File: config.mk
export PLATFORM = sky130hd
export DESIGN_NAME = flash_status_protect
export DESIGN_NICKNAME = d
export VERILOG_FILES = /design/src/rtl/flash_status_pkg.sv /design/src/rtl/flash_status_protect.sv /design/src/rtl/protect_decode.sv
export SDC_FILE = /design/constraint.sdc
export NUM_CORES = 1
export LEC_CHECK = 0
export BUFFER_PORTS_ARGS = -buffer_cell sky130_fd_sc_hd__buf_2
export CAP_MARGIN = 20
export CORE_ASPECT_RATIO = 1.4
export CORE_MARGIN = 2
export CORE_UTILIZATION = 36
export CTS_CLUSTER_SIZE = 16
export DETAILED_ROUTE_END_ITERATION = 16
export HOLD_SLACK_MARGIN = 0.1
export PLACE_DENSITY = 0.78
export SLEW_MARGIN = 0
export SYNTH_ARGS = -nofsm -noshare
export SYNTH_HDL_FRONTEND = slang
export SYNTH_SLANG_ARGS = --single-unit
export TNS_END_PERCENT = 30
File: constraint.sdc
create_clock -name CLOCK -period 3.7 [get_ports CLOCK]
set_clock_uncertainty 0.1 [all_clocks]
set_input_delay 0.555 -clock CLOCK [delete_from_list [all_inputs] [get_ports CLOCK]]
set_output_delay 0.555 -clock CLOCK [all_outputs]
set_load 0.01 [all_outputs]
File: src/rtl/flash_status_pkg.sv
// Constants, types and protection decode for the flash status word
package flash_status_pkg;

   // Status word bit positions
   localparam int BIT_BUSY = 0;
   localparam int BIT_LATCH = 1;
   localparam int BIT_LEVEL_LO = 2;
   localparam int BIT_LEVEL_HI = 4;
   localparam int BIT_RSVD_LO = 5;
   localparam int BIT_RSVD_HI = 6;
   localparam int BIT_LOCK = 7;

   // Power-up values
   localparam logic RESET_BUSY = 1'h0;
   localparam logic RESET_LATCH = 1'h0;
   localparam logic [2:0] RESET_LEVEL = 3'h7;
   localparam logic RESET_LOCK = 1'h0;
   localparam logic [1:0] RESET_RSVD = 2'h0;
   localparam logic RESET_WP_LEVEL = 1'h1;

   // Array geometry: block index is address bits 21..16
   localparam int ADDR_W = 24;
   localparam int BLOCK_LSB = 16;
   localparam int BLOCK_MSB = 21;
   localparam int BLOCK_W = 6;
   localparam logic [6:0] BLOCK_COUNT = 7'h40;

   // Protection level codes
   localparam logic [2:0] LEVEL_NONE = 3'h0;
   localparam logic [2:0] LEVEL_ALL = 3'h7;

   // Array operations
   typedef enum logic [1:0]
   {
      OP_PAGE_PROGRAM = 2'h0,
      OP_SECTOR_ERASE = 2'h1,
      OP_BLOCK_ERASE = 2'h2,
      OP_CHIP_ERASE = 2'h3
   } array_op_t;

   // Array engine state
   typedef enum logic [1:0]
   {
      ST_IDLE = 2'h1,
      ST_BUSY = 2'h2
   } engine_state_t;

   // Lowest protected block for a level; 64 means nothing protected
   function automatic logic [6:0] first_protected_block(input logic [2:0] level);
      logic [6:0] span;
      span = 7'h1 << (level - 3'h1);
      if (level == LEVEL_NONE)
      begin
         return BLOCK_COUNT;
      end
      else if (level == LEVEL_ALL)
      begin
         return 7'h0;
      end
      else
      begin
         return BLOCK_COUNT - span;
      end
   endfunction

endpackage

File: src/rtl/flash_status_protect.sv
// Status word, write-enable latch and block protection of the serial flash
//
// Summary of operation
// - Bit 0 is busy: 1 during program or erase, 0 at power-up, not writable.
// - Bit 1 shows the write-enable latch, powers up 0, read-only.
// - Program or erase is ignored while the write-enable latch is 0.
// - Latch clears at power-up, write-disable and every status write.
// - Latch clears when page program, sector, block or chip erase finishes.
// - Protection level bits 2..4 are writable and power up as all ones.
// - Bits 5 and 6 read zero and ignore writes.
// - Bit 7 lock makes the level bits read-only; powers up 0.
// - Status write changes only level bits and lock bit.
// - Whole word is volatile; every power-up restores defaults.
// - Level 0 none, 1..6 top 1/64..1/2, 7 whole array.
// - Program or erase into protected region is refused regardless of latch.
// - Chip erase refused unless all level bits are zero.
// - Lock acts only with protect pin low; pin high ignores lock.
`timescale 1ns/100ps
module flash_status_protect
   import flash_status_pkg::*;
(
   input wire logic CLOCK,
   input wire logic RST_B,
   input wire logic WP_B,
   input wire logic WRITE_ENABLE_CMD,
   input wire logic WRITE_DISABLE_CMD,
   input wire logic STATUS_WRITE_CMD,
   input wire logic [7:0] STATUS_WRITE_DATA,
   input wire logic OP_REQ,
   input wire flash_status_pkg::array_op_t OP_KIND,
   input wire logic [flash_status_pkg::ADDR_W-1:0] OP_ADDR,
   input wire logic OP_DONE,
   output logic [7:0] STATUS_WORD,
   output logic OP_START,
   output logic OP_REFUSED
);
   import flash_status_pkg::*;

   engine_state_t state_reg;
   engine_state_t state_next;
   logic write_enable_latch_reg;
   logic [2:0] level_reg;
   logic lock_reg;
   logic wp_s1_reg;
   logic wp_s2_reg;
   logic wp_s3_reg;
   logic wp_level_reg;
   logic op_start_reg;
   logic op_refused_reg;
   logic busy;
   logic in_protected;
   logic op_allowed;
   logic op_take;
   logic wren_take;
   logic write_disable_take;
   logic sw_take;
   logic locked;
   logic [BLOCK_W-1:0] op_block;

   assign busy = (state_reg == ST_BUSY);
   assign op_block = OP_ADDR[BLOCK_MSB:BLOCK_LSB];
   assign locked = !wp_level_reg && lock_reg;

   // Commands other than polling are ignored while busy
   assign op_take = OP_REQ && !busy;
   assign wren_take = WRITE_ENABLE_CMD && !busy;
   assign write_disable_take = WRITE_DISABLE_CMD && !busy;
   assign sw_take = STATUS_WRITE_CMD && !busy && write_enable_latch_reg;

   protect_decode u_decode
   (
      .level(level_reg),
      .block(op_block),
      .in_protected(in_protected)
   );

   // Acceptance gate for array operations
   always_comb
   begin
      op_allowed = write_enable_latch_reg;
      if (OP_KIND == OP_CHIP_ERASE)
      begin
         op_allowed = op_allowed && (level_reg == LEVEL_NONE);
      end
      else
      begin
         op_allowed = op_allowed && !in_protected;
      end
   end

   // Protect pin synchroniser
   always_ff @(posedge CLOCK or negedge RST_B)
   begin
      if (!RST_B)
      begin
         wp_s1_reg <= RESET_WP_LEVEL;
         wp_s2_reg <= RESET_WP_LEVEL;
         wp_s3_reg <= RESET_WP_LEVEL;
         wp_level_reg <= RESET_WP_LEVEL;
      end
      else
      begin
         wp_s1_reg <= WP_B;
         wp_s2_reg <= wp_s1_reg;
         wp_s3_reg <= wp_s2_reg;
         if (wp_s2_reg == wp_s3_reg)
         begin
            wp_level_reg <= wp_s3_reg;
         end
      end
   end

   // Array engine state
   always_comb
   begin
      state_next = state_reg;
      case (state_reg)
         ST_IDLE:
         begin
            if (op_take && op_allowed)
            begin
               state_next = ST_BUSY;
            end
         end
         ST_BUSY:
         begin
            if (OP_DONE)
            begin
               state_next = ST_IDLE;
            end
         end
         default:
         begin
            state_next = ST_IDLE;
         end
      endcase
   end

   always_ff @(posedge CLOCK or negedge RST_B)
   begin
      if (!RST_B)
      begin
         state_reg <= ST_IDLE;
      end
      else
      begin
         state_reg <= state_next;
      end
   end

   // Write-enable latch; a set in the same cycle as a clear wins
   always_ff @(posedge CLOCK or negedge RST_B)
   begin
      if (!RST_B)
      begin
         write_enable_latch_reg <= RESET_LATCH;
      end
      else if (wren_take)
      begin
         write_enable_latch_reg <= 1'h1;
      end
      else if (write_disable_take || sw_take)
      begin
         write_enable_latch_reg <= 1'h0;
      end
      else if (busy && OP_DONE)
      begin
         write_enable_latch_reg <= 1'h0;
      end
   end

   // Protection level and lock bits
   always_ff @(posedge CLOCK or negedge RST_B)
   begin
      if (!RST_B)
      begin
         level_reg <= RESET_LEVEL;
         lock_reg <= RESET_LOCK;
      end
      else if (sw_take && !locked)
      begin
         level_reg <= STATUS_WRITE_DATA[BIT_LEVEL_HI:BIT_LEVEL_LO];
         lock_reg <= STATUS_WRITE_DATA[BIT_LOCK];
      end
   end

   // Operation start and refusal pulses
   always_ff @(posedge CLOCK or negedge RST_B)
   begin
      if (!RST_B)
      begin
         op_start_reg <= 1'h0;
         op_refused_reg <= 1'h0;
      end
      else
      begin
         op_start_reg <= op_take && op_allowed;
         op_refused_reg <= op_take && !op_allowed;
      end
   end

   // Live status word from the state flops
   always_comb
   begin
      STATUS_WORD = 8'h00;
      STATUS_WORD[BIT_BUSY] = state_reg[1];
      STATUS_WORD[BIT_LATCH] = write_enable_latch_reg;
      STATUS_WORD[BIT_LEVEL_HI:BIT_LEVEL_LO] = level_reg;
      STATUS_WORD[BIT_RSVD_HI:BIT_RSVD_LO] = RESET_RSVD;
      STATUS_WORD[BIT_LOCK] = lock_reg;
   end

   assign OP_START = op_start_reg;
   assign OP_REFUSED = op_refused_reg;
endmodule

File: src/rtl/protect_decode.sv
// Decodes protection level against an array block index
`timescale 1ns/100ps
module protect_decode
   import flash_status_pkg::*;
(
   input wire logic [2:0] level,
   input wire logic [flash_status_pkg::BLOCK_W-1:0] block,
   output logic in_protected
);
   import flash_status_pkg::*;

   // Top fraction of the array ending at the highest block
   always_comb
   begin
      in_protected = ({1'h0, block} >= first_protected_block(level));
   end

endmodule

# == Yosys cells after proc, flatten, opt, wreduce, memory -nomap -nowiden ==
# Index checks and enable logic that the tools add are counted.
# word_totals
reg_bits,13
in_bits,42
output_inout_bits,10
wordCells,51
# classes
addsub,2
order_cmp,1
eq_ne,7
shift,1
n_mux,9
n_reduce_logical,21
# ops
operator,n
two-way mux 7 bit,2
logical AND 1 bit,12
greater-or-equal comparator 6 x 7 -> 1 bit,1
"<< shifter 1 x 3 -> 7 bit, first input constant",1
"subtractor 7 bit, first input constant",1
zero test 1 bit,5
"equality test 2 bit, second input constant",2
two-way mux 1 bit,4
two-way mux 2 bit,2
"!= test 2 bit, second input constant",2
one-hot mux 2 bit (2 select lines),1
"equality test 3 bit, second input constant",1
zero test 3 bit,1
nonzero test 3 bit,1
"subtractor 3 x 1 -> 3 bit, second input constant",1
"equality test 2 x 1 -> 1 bit, second input constant",1
AND reduction 2 bit,1
equality test 1 bit,1
logical OR 1 bit,1

# == Longest topological paths before layout ==
# depth
ltp_word,12
depth_mapped,13
ltp_nobuf,12

# == Cells and area by module ==
# Synthesis repeated with hierarchy kept, for this count alone.
# hier_totals
cells_unflattened,81
hier_area_um2,839.6
# by_module_without_submodules
module,instances,cells_each,area_each_um2,seq_area_each_um2
flash_status_protect,1,43,565.5,335.3
protect_decode,1,38,274.0,0.0

# == Least setup slack after synthesis ==
# OpenSTA, ideal clock, no wires.
# synth_path
path_type,reg2reg
from,register level_reg[0]
to,register op_refused_reg (netlist: OP_REFUSED)
arrival_ps,2324
required_time_ps,3480
slack_ps,1156
stages_incl_launch_ff,13
path_buffers,1
path_cell_list,dfstp_2 > buf_4 > nand2b_1 > nor2_1 > inv_1 > ha_1 > nor2b_1 > o21ai_0 > ha_1 > a21o_2 > a211oi_2 > o21ai_1 > and3b_1
# synth_via
elab_chain_cells,11
word_cells_on_any_way,14
classes_between,add/sub (2); order compare (1); eq/ne (1); shift (1); mux (3); reduce/logical (6)
# synth_lines
element,line,rtl
"start, declared",flash_status_protect.sv:42,logic [2:0] level_reg;
"start signal, assigned",flash_status_protect.sv:182,level_reg <= STATUS_WRITE_DATA[BIT_LEVEL_HI:BIT_LEVEL_LO];
subtractor 3 x 1 -> 3 bit,flash_status_pkg.sv:51,span = 7'h1 << (level - 3'h1);
<< shifter 1 x 3 -> 7 bit,flash_status_pkg.sv:51,
subtractor 7 bit,flash_status_pkg.sv:62,return BLOCK_COUNT - span;
two-way mux 7 bit,flash_status_pkg.sv:56,else if (level == LEVEL_ALL)
two-way mux 7 bit,flash_status_pkg.sv:52,if (level == LEVEL_NONE)
greater-or-equal comparator 6 x 7 -> 1 bit,protect_decode.sv:15,"in_protected = ({1'h0, block} >= first_protected_block(level));"
zero test 1 bit,flash_status_protect.sv:87,op_allowed = op_allowed && !in_protected;
logical AND 1 bit,flash_status_protect.sv:87,
two-way mux 1 bit (*),flash_status_protect.sv:81,if (OP_KIND == OP_CHIP_ERASE)
zero test 1 bit (*),flash_status_protect.sv:198,op_refused_reg <= op_take && !op_allowed;
logical AND 1 bit (*),flash_status_protect.sv:198,
"end signal, assigned",flash_status_protect.sv:198,
"end, declared",flash_status_protect.sv:49,logic op_refused_reg;
# Mark *: on every way between the ends. The rest lies on a longest branch, timed or not.
# A chain may end at the register's enable or synchronous reset.

# == Worst setup path after layout ==
# layout_path
from,register level_reg[0]
to,register state_reg[0]
# layout_via
elab_chain_cells,12
word_cells_on_any_way,15
classes_between,add/sub (2); order compare (1); eq/ne (2); shift (1); mux (3); reduce/logical (6)
# layout_lines
element,line,rtl
subtractor 3 x 1 -> 3 bit,flash_status_pkg.sv:51,
<< shifter 1 x 3 -> 7 bit,flash_status_pkg.sv:51,
subtractor 7 bit,flash_status_pkg.sv:62,
two-way mux 7 bit,flash_status_pkg.sv:56,
two-way mux 7 bit,flash_status_pkg.sv:52,
greater-or-equal comparator 6 x 7 -> 1 bit,protect_decode.sv:15,
zero test 1 bit,flash_status_protect.sv:87,
logical AND 1 bit,flash_status_protect.sv:87,
two-way mux 1 bit (*),flash_status_protect.sv:81,
logical AND 1 bit (*),flash_status_protect.sv:120,if (op_take && op_allowed)
!= test 2 bit (no line) (*),--,
AND reduction 2 bit (no line) (*),--,
"end signal, assigned",flash_status_protect.sv:147,state_reg <= state_next;
"end, declared",flash_status_protect.sv:39,engine_state_t state_reg;
# Marks and branches as above.

==> out/qor.txt <==
CORE AREA: 2340 µm²
leading area contributor after synthesis: dfstp_2
Hold Vio Cnt, Final: 0
#FFs+latches synth: 13
vias in the first global route: 660
number of flops mapped to enable cells by yosys: 0
fin crit share: 73.3%
crit-path max FO: 12
die height: 62.3 µm
ANT nets after route: 0
type of the worst min-delay path: reg -> reg
startpoint types: register
Storage cell area: 335 µm²
TritonCTS Sinks: 13
final net count: 167
Clock Tree Root: clkbuf_4
share of cells above drive strength 1: 40.2%
first-pass GRT wire length: 2750 µm
Fillers: 228
logic gate share of total power: 48.5%
hold path endpoint: wp_s2_reg$_DFF_PN1_
top-level I/O count: 52
FFs w/ async S/R, synth: 100%
final WL: 1540 µm
main flop type after synthesis: dfstp_2
Num CTS Buffers: 3
r2r endpoint: state_reg[0]$_DFFE_PN1P_
setup ws final: 0.988 ns
PD cells: 642 nW/µm²
P_sw: 0.000263 W
share of the synthesized area in the top cell type: 24.1%
maximum vdd drop: 361 µV
die area: 2840 µm²
vias per inst: 4.93
unrepaired setup endpoints after global routing: false
r2r setup slk: 0.99 ns
synth warn: 0
die width: 45.6 µm
grt total ovfl: 0
Syn Inst Count: 92
crit end category: register
post-detail-place hpwl: 1320 µm
DR WL/cell: 11.0 µm
setup violators final: 0
Final min period: 2.71 ns
initial antenna violation count: 0
DP Worst Slack: 0.982 ns
num rows: 21
Leak: 0.512 nW
number of max-cap violations: 0
Seq/Total Area, Yosys: 38.4%
top-count cell post-synth: nand2_1
Synth cell types: 31
area taken by multi-input logic gates: 462 µm²
Internal Pwr Total: 0.000390 W
ANT cells: 0
post_cts resized: 0
Via Count: 690
All-Layer GR Usage: 12.6%
Placer Congestion: 0.726
initial DRC count: 5
worst hold path depth: 0
largest net degree at the start of global routing: 14
r2r worst-path depth: 12
DRC violations left: 0
HP Start: wp_s1_reg$_DFF_PN1_
r2r startpoint: level_reg[0]$_DFFE_PN1P_
Power Total: 0.000653 W
Critical Path RT: 3.80 ns
detailed-router iteration count before antenna repair: 4
outcome: finished, final reports clean
PortBufs: 27
Largest register FFs: 3
CTS tree: built
top post-synthesis cells by count: nand2_1 (10), dfstp_2 (8), o21ai_0 (8)
sequential group share of total power: 38.8%
Worst-path clk slew: 0.08 ns
hold_ws: 0.259 ns
CP Class: reg -> reg
ranking of synthesized cells by area: dfstp_2 (24%), dfrtp_1 (14%), ha_1 (10%)
Max clock buf depth: 2
post-layout instance area: 1020 µm²
Sw Share: 40.3%
arrival time worst endpoint: 2.82 ns
Post-Syn Area: 873 µm²
Area Growth Syn to Fin: 16.3%
syn avg cell area: 9.49 µm²
total negative slack: 0 ns
Initial Util: 37.3%
FMAX: 369 MHz
Worst-Skew Late Latency: 0.26 ns
max-slew violations: 0
clock share of power: 12.7%
dpl cell area: 980 µm²
Post-CTS Setup Bufs: 0
htree depth: 1
==> cells by family after synthesis <==
| kind of cell | after synthesis | share of synthesized area [%] |
|---|---|---|
| AOI/OAI and AO/OA | 23 | 16.5 |
| other | 1 | 0.429 |
| and+or+nand+nor | 31 | 20.5 |
| muxes | 3 | 3.87 |
| adders and majority gates | 8 | 11.2 |
| DFF | 13 | 38.4 |
| buffers and inverters | 13 | 9.17 |
==> metal layers <==
| metal | part of all wire [%] | vias to the layer above | GRT usage, % | wire length, µm |
|---|---|---|---|---|
| li1 | - | 360 | - | - |
| met2 | 56 | 13 | 22.0 | 858 |
| met4 | 0.85 | 0 | 5.51 | 13 |
| met1 | 39 | 315 | 14.8 | 602 |
| met3 | 4.0 | 2 | 0.872 | 61 |
| met5 | 0 | - | 0 | 0 |
==> how the worst max path moves through the flow <==
stage                                  start                  endpoint  slack [ns]  cells after the start
finish              level_reg[0]$_DFFE_PN1P_  state_reg[0]$_DFFE_PN1P_        0.99                     12
CTS                 level_reg[0]$_DFFE_PN1P_  state_reg[0]$_DFFE_PN1P_        0.96                     12
detailed placement  level_reg[0]$_DFFE_PN1P_  state_reg[0]$_DFFE_PN1P_        0.98                     12
global placement    level_reg[0]$_DFFE_PN1P_  state_reg[0]$_DFFE_PN1P_        1.03                     12
floorplan           level_reg[0]$_DFFE_PN1P_      OP_REFUSED$_DFF_PN0_        1.16                     12
global route        level_reg[0]$_DFFE_PN1P_  state_reg[1]$_DFFE_PN0P_        0.65                     12
==> layout make-up <==
cell class                      count  area share (%)
Multi-Input combinational cell     67            45.4
Sequential cell                    13            33.0
Timing Repair Buffer               28            14.3
Tap cell                           23            2.83
Clock buffer                        4            2.59
Inverter                            5            1.85
==> placed cells by master (no fill, tap or decap), types with 2 or more instances in the layout <==
master / count
a21o_1: 2
a21oi_1: 5
a31oi_1: 3
buf_2: 27
clkbuf_4: 3
conb_1: 2
dfrtp_1: 5
dfstp_2: 8
ha_1: 7
inv_1: 5
mux2_2: 3
nand2_1: 10
nand2b_1: 3
nand3_1: 4
nor2_1: 5
nor3_1: 2
o21ai_0: 8
==> critical path, stage by stage, from the launching register on <==
cell,delay (ns)
dfstp_2,0.65
nand2b_1,0.10
nor2_1,0.13
inv_1,0.06
ha_1,0.24
nand2b_1,0.11
nand2_1,0.06
a31oi_1,0.20
ha_1,0.27
a21o_1,0.17
a31oi_1,0.20
o21ai_0,0.17
a21o_1,0.18
==> power by group through the flow <==
stage | clock network [W] | registers, W | logic (W)
final | 0.0000828 | 0.000253 | 0.000317
after global routing | 0.0000934 | 0.000263 | 0.000362
after CTS | 0.0000865 | 0.000256 | 0.000322
after detailed placement | 0 | 0.000257 | 0.000319
after global placement | 0 | 0.000252 | 0.000305
after floorplan | 0 | 0.000235 | 0.000276
==> timing repair <==
action                                 in CTS  in global routing
endpoints found under the hold margin       5                  0
setup endpoints to repair                   0                  0
hold buffers                                1                  0
==> stage by stage <==
step | utilization, % | instances
after floorplan | - | 93
after global routing | 43.4 | 140
after CTS | 43.4 | 140
final | 43.4 | 140
after global placement | 41.9 | 135
after detailed placement | 41.9 | 135
(Power assumes the default switching activity.)
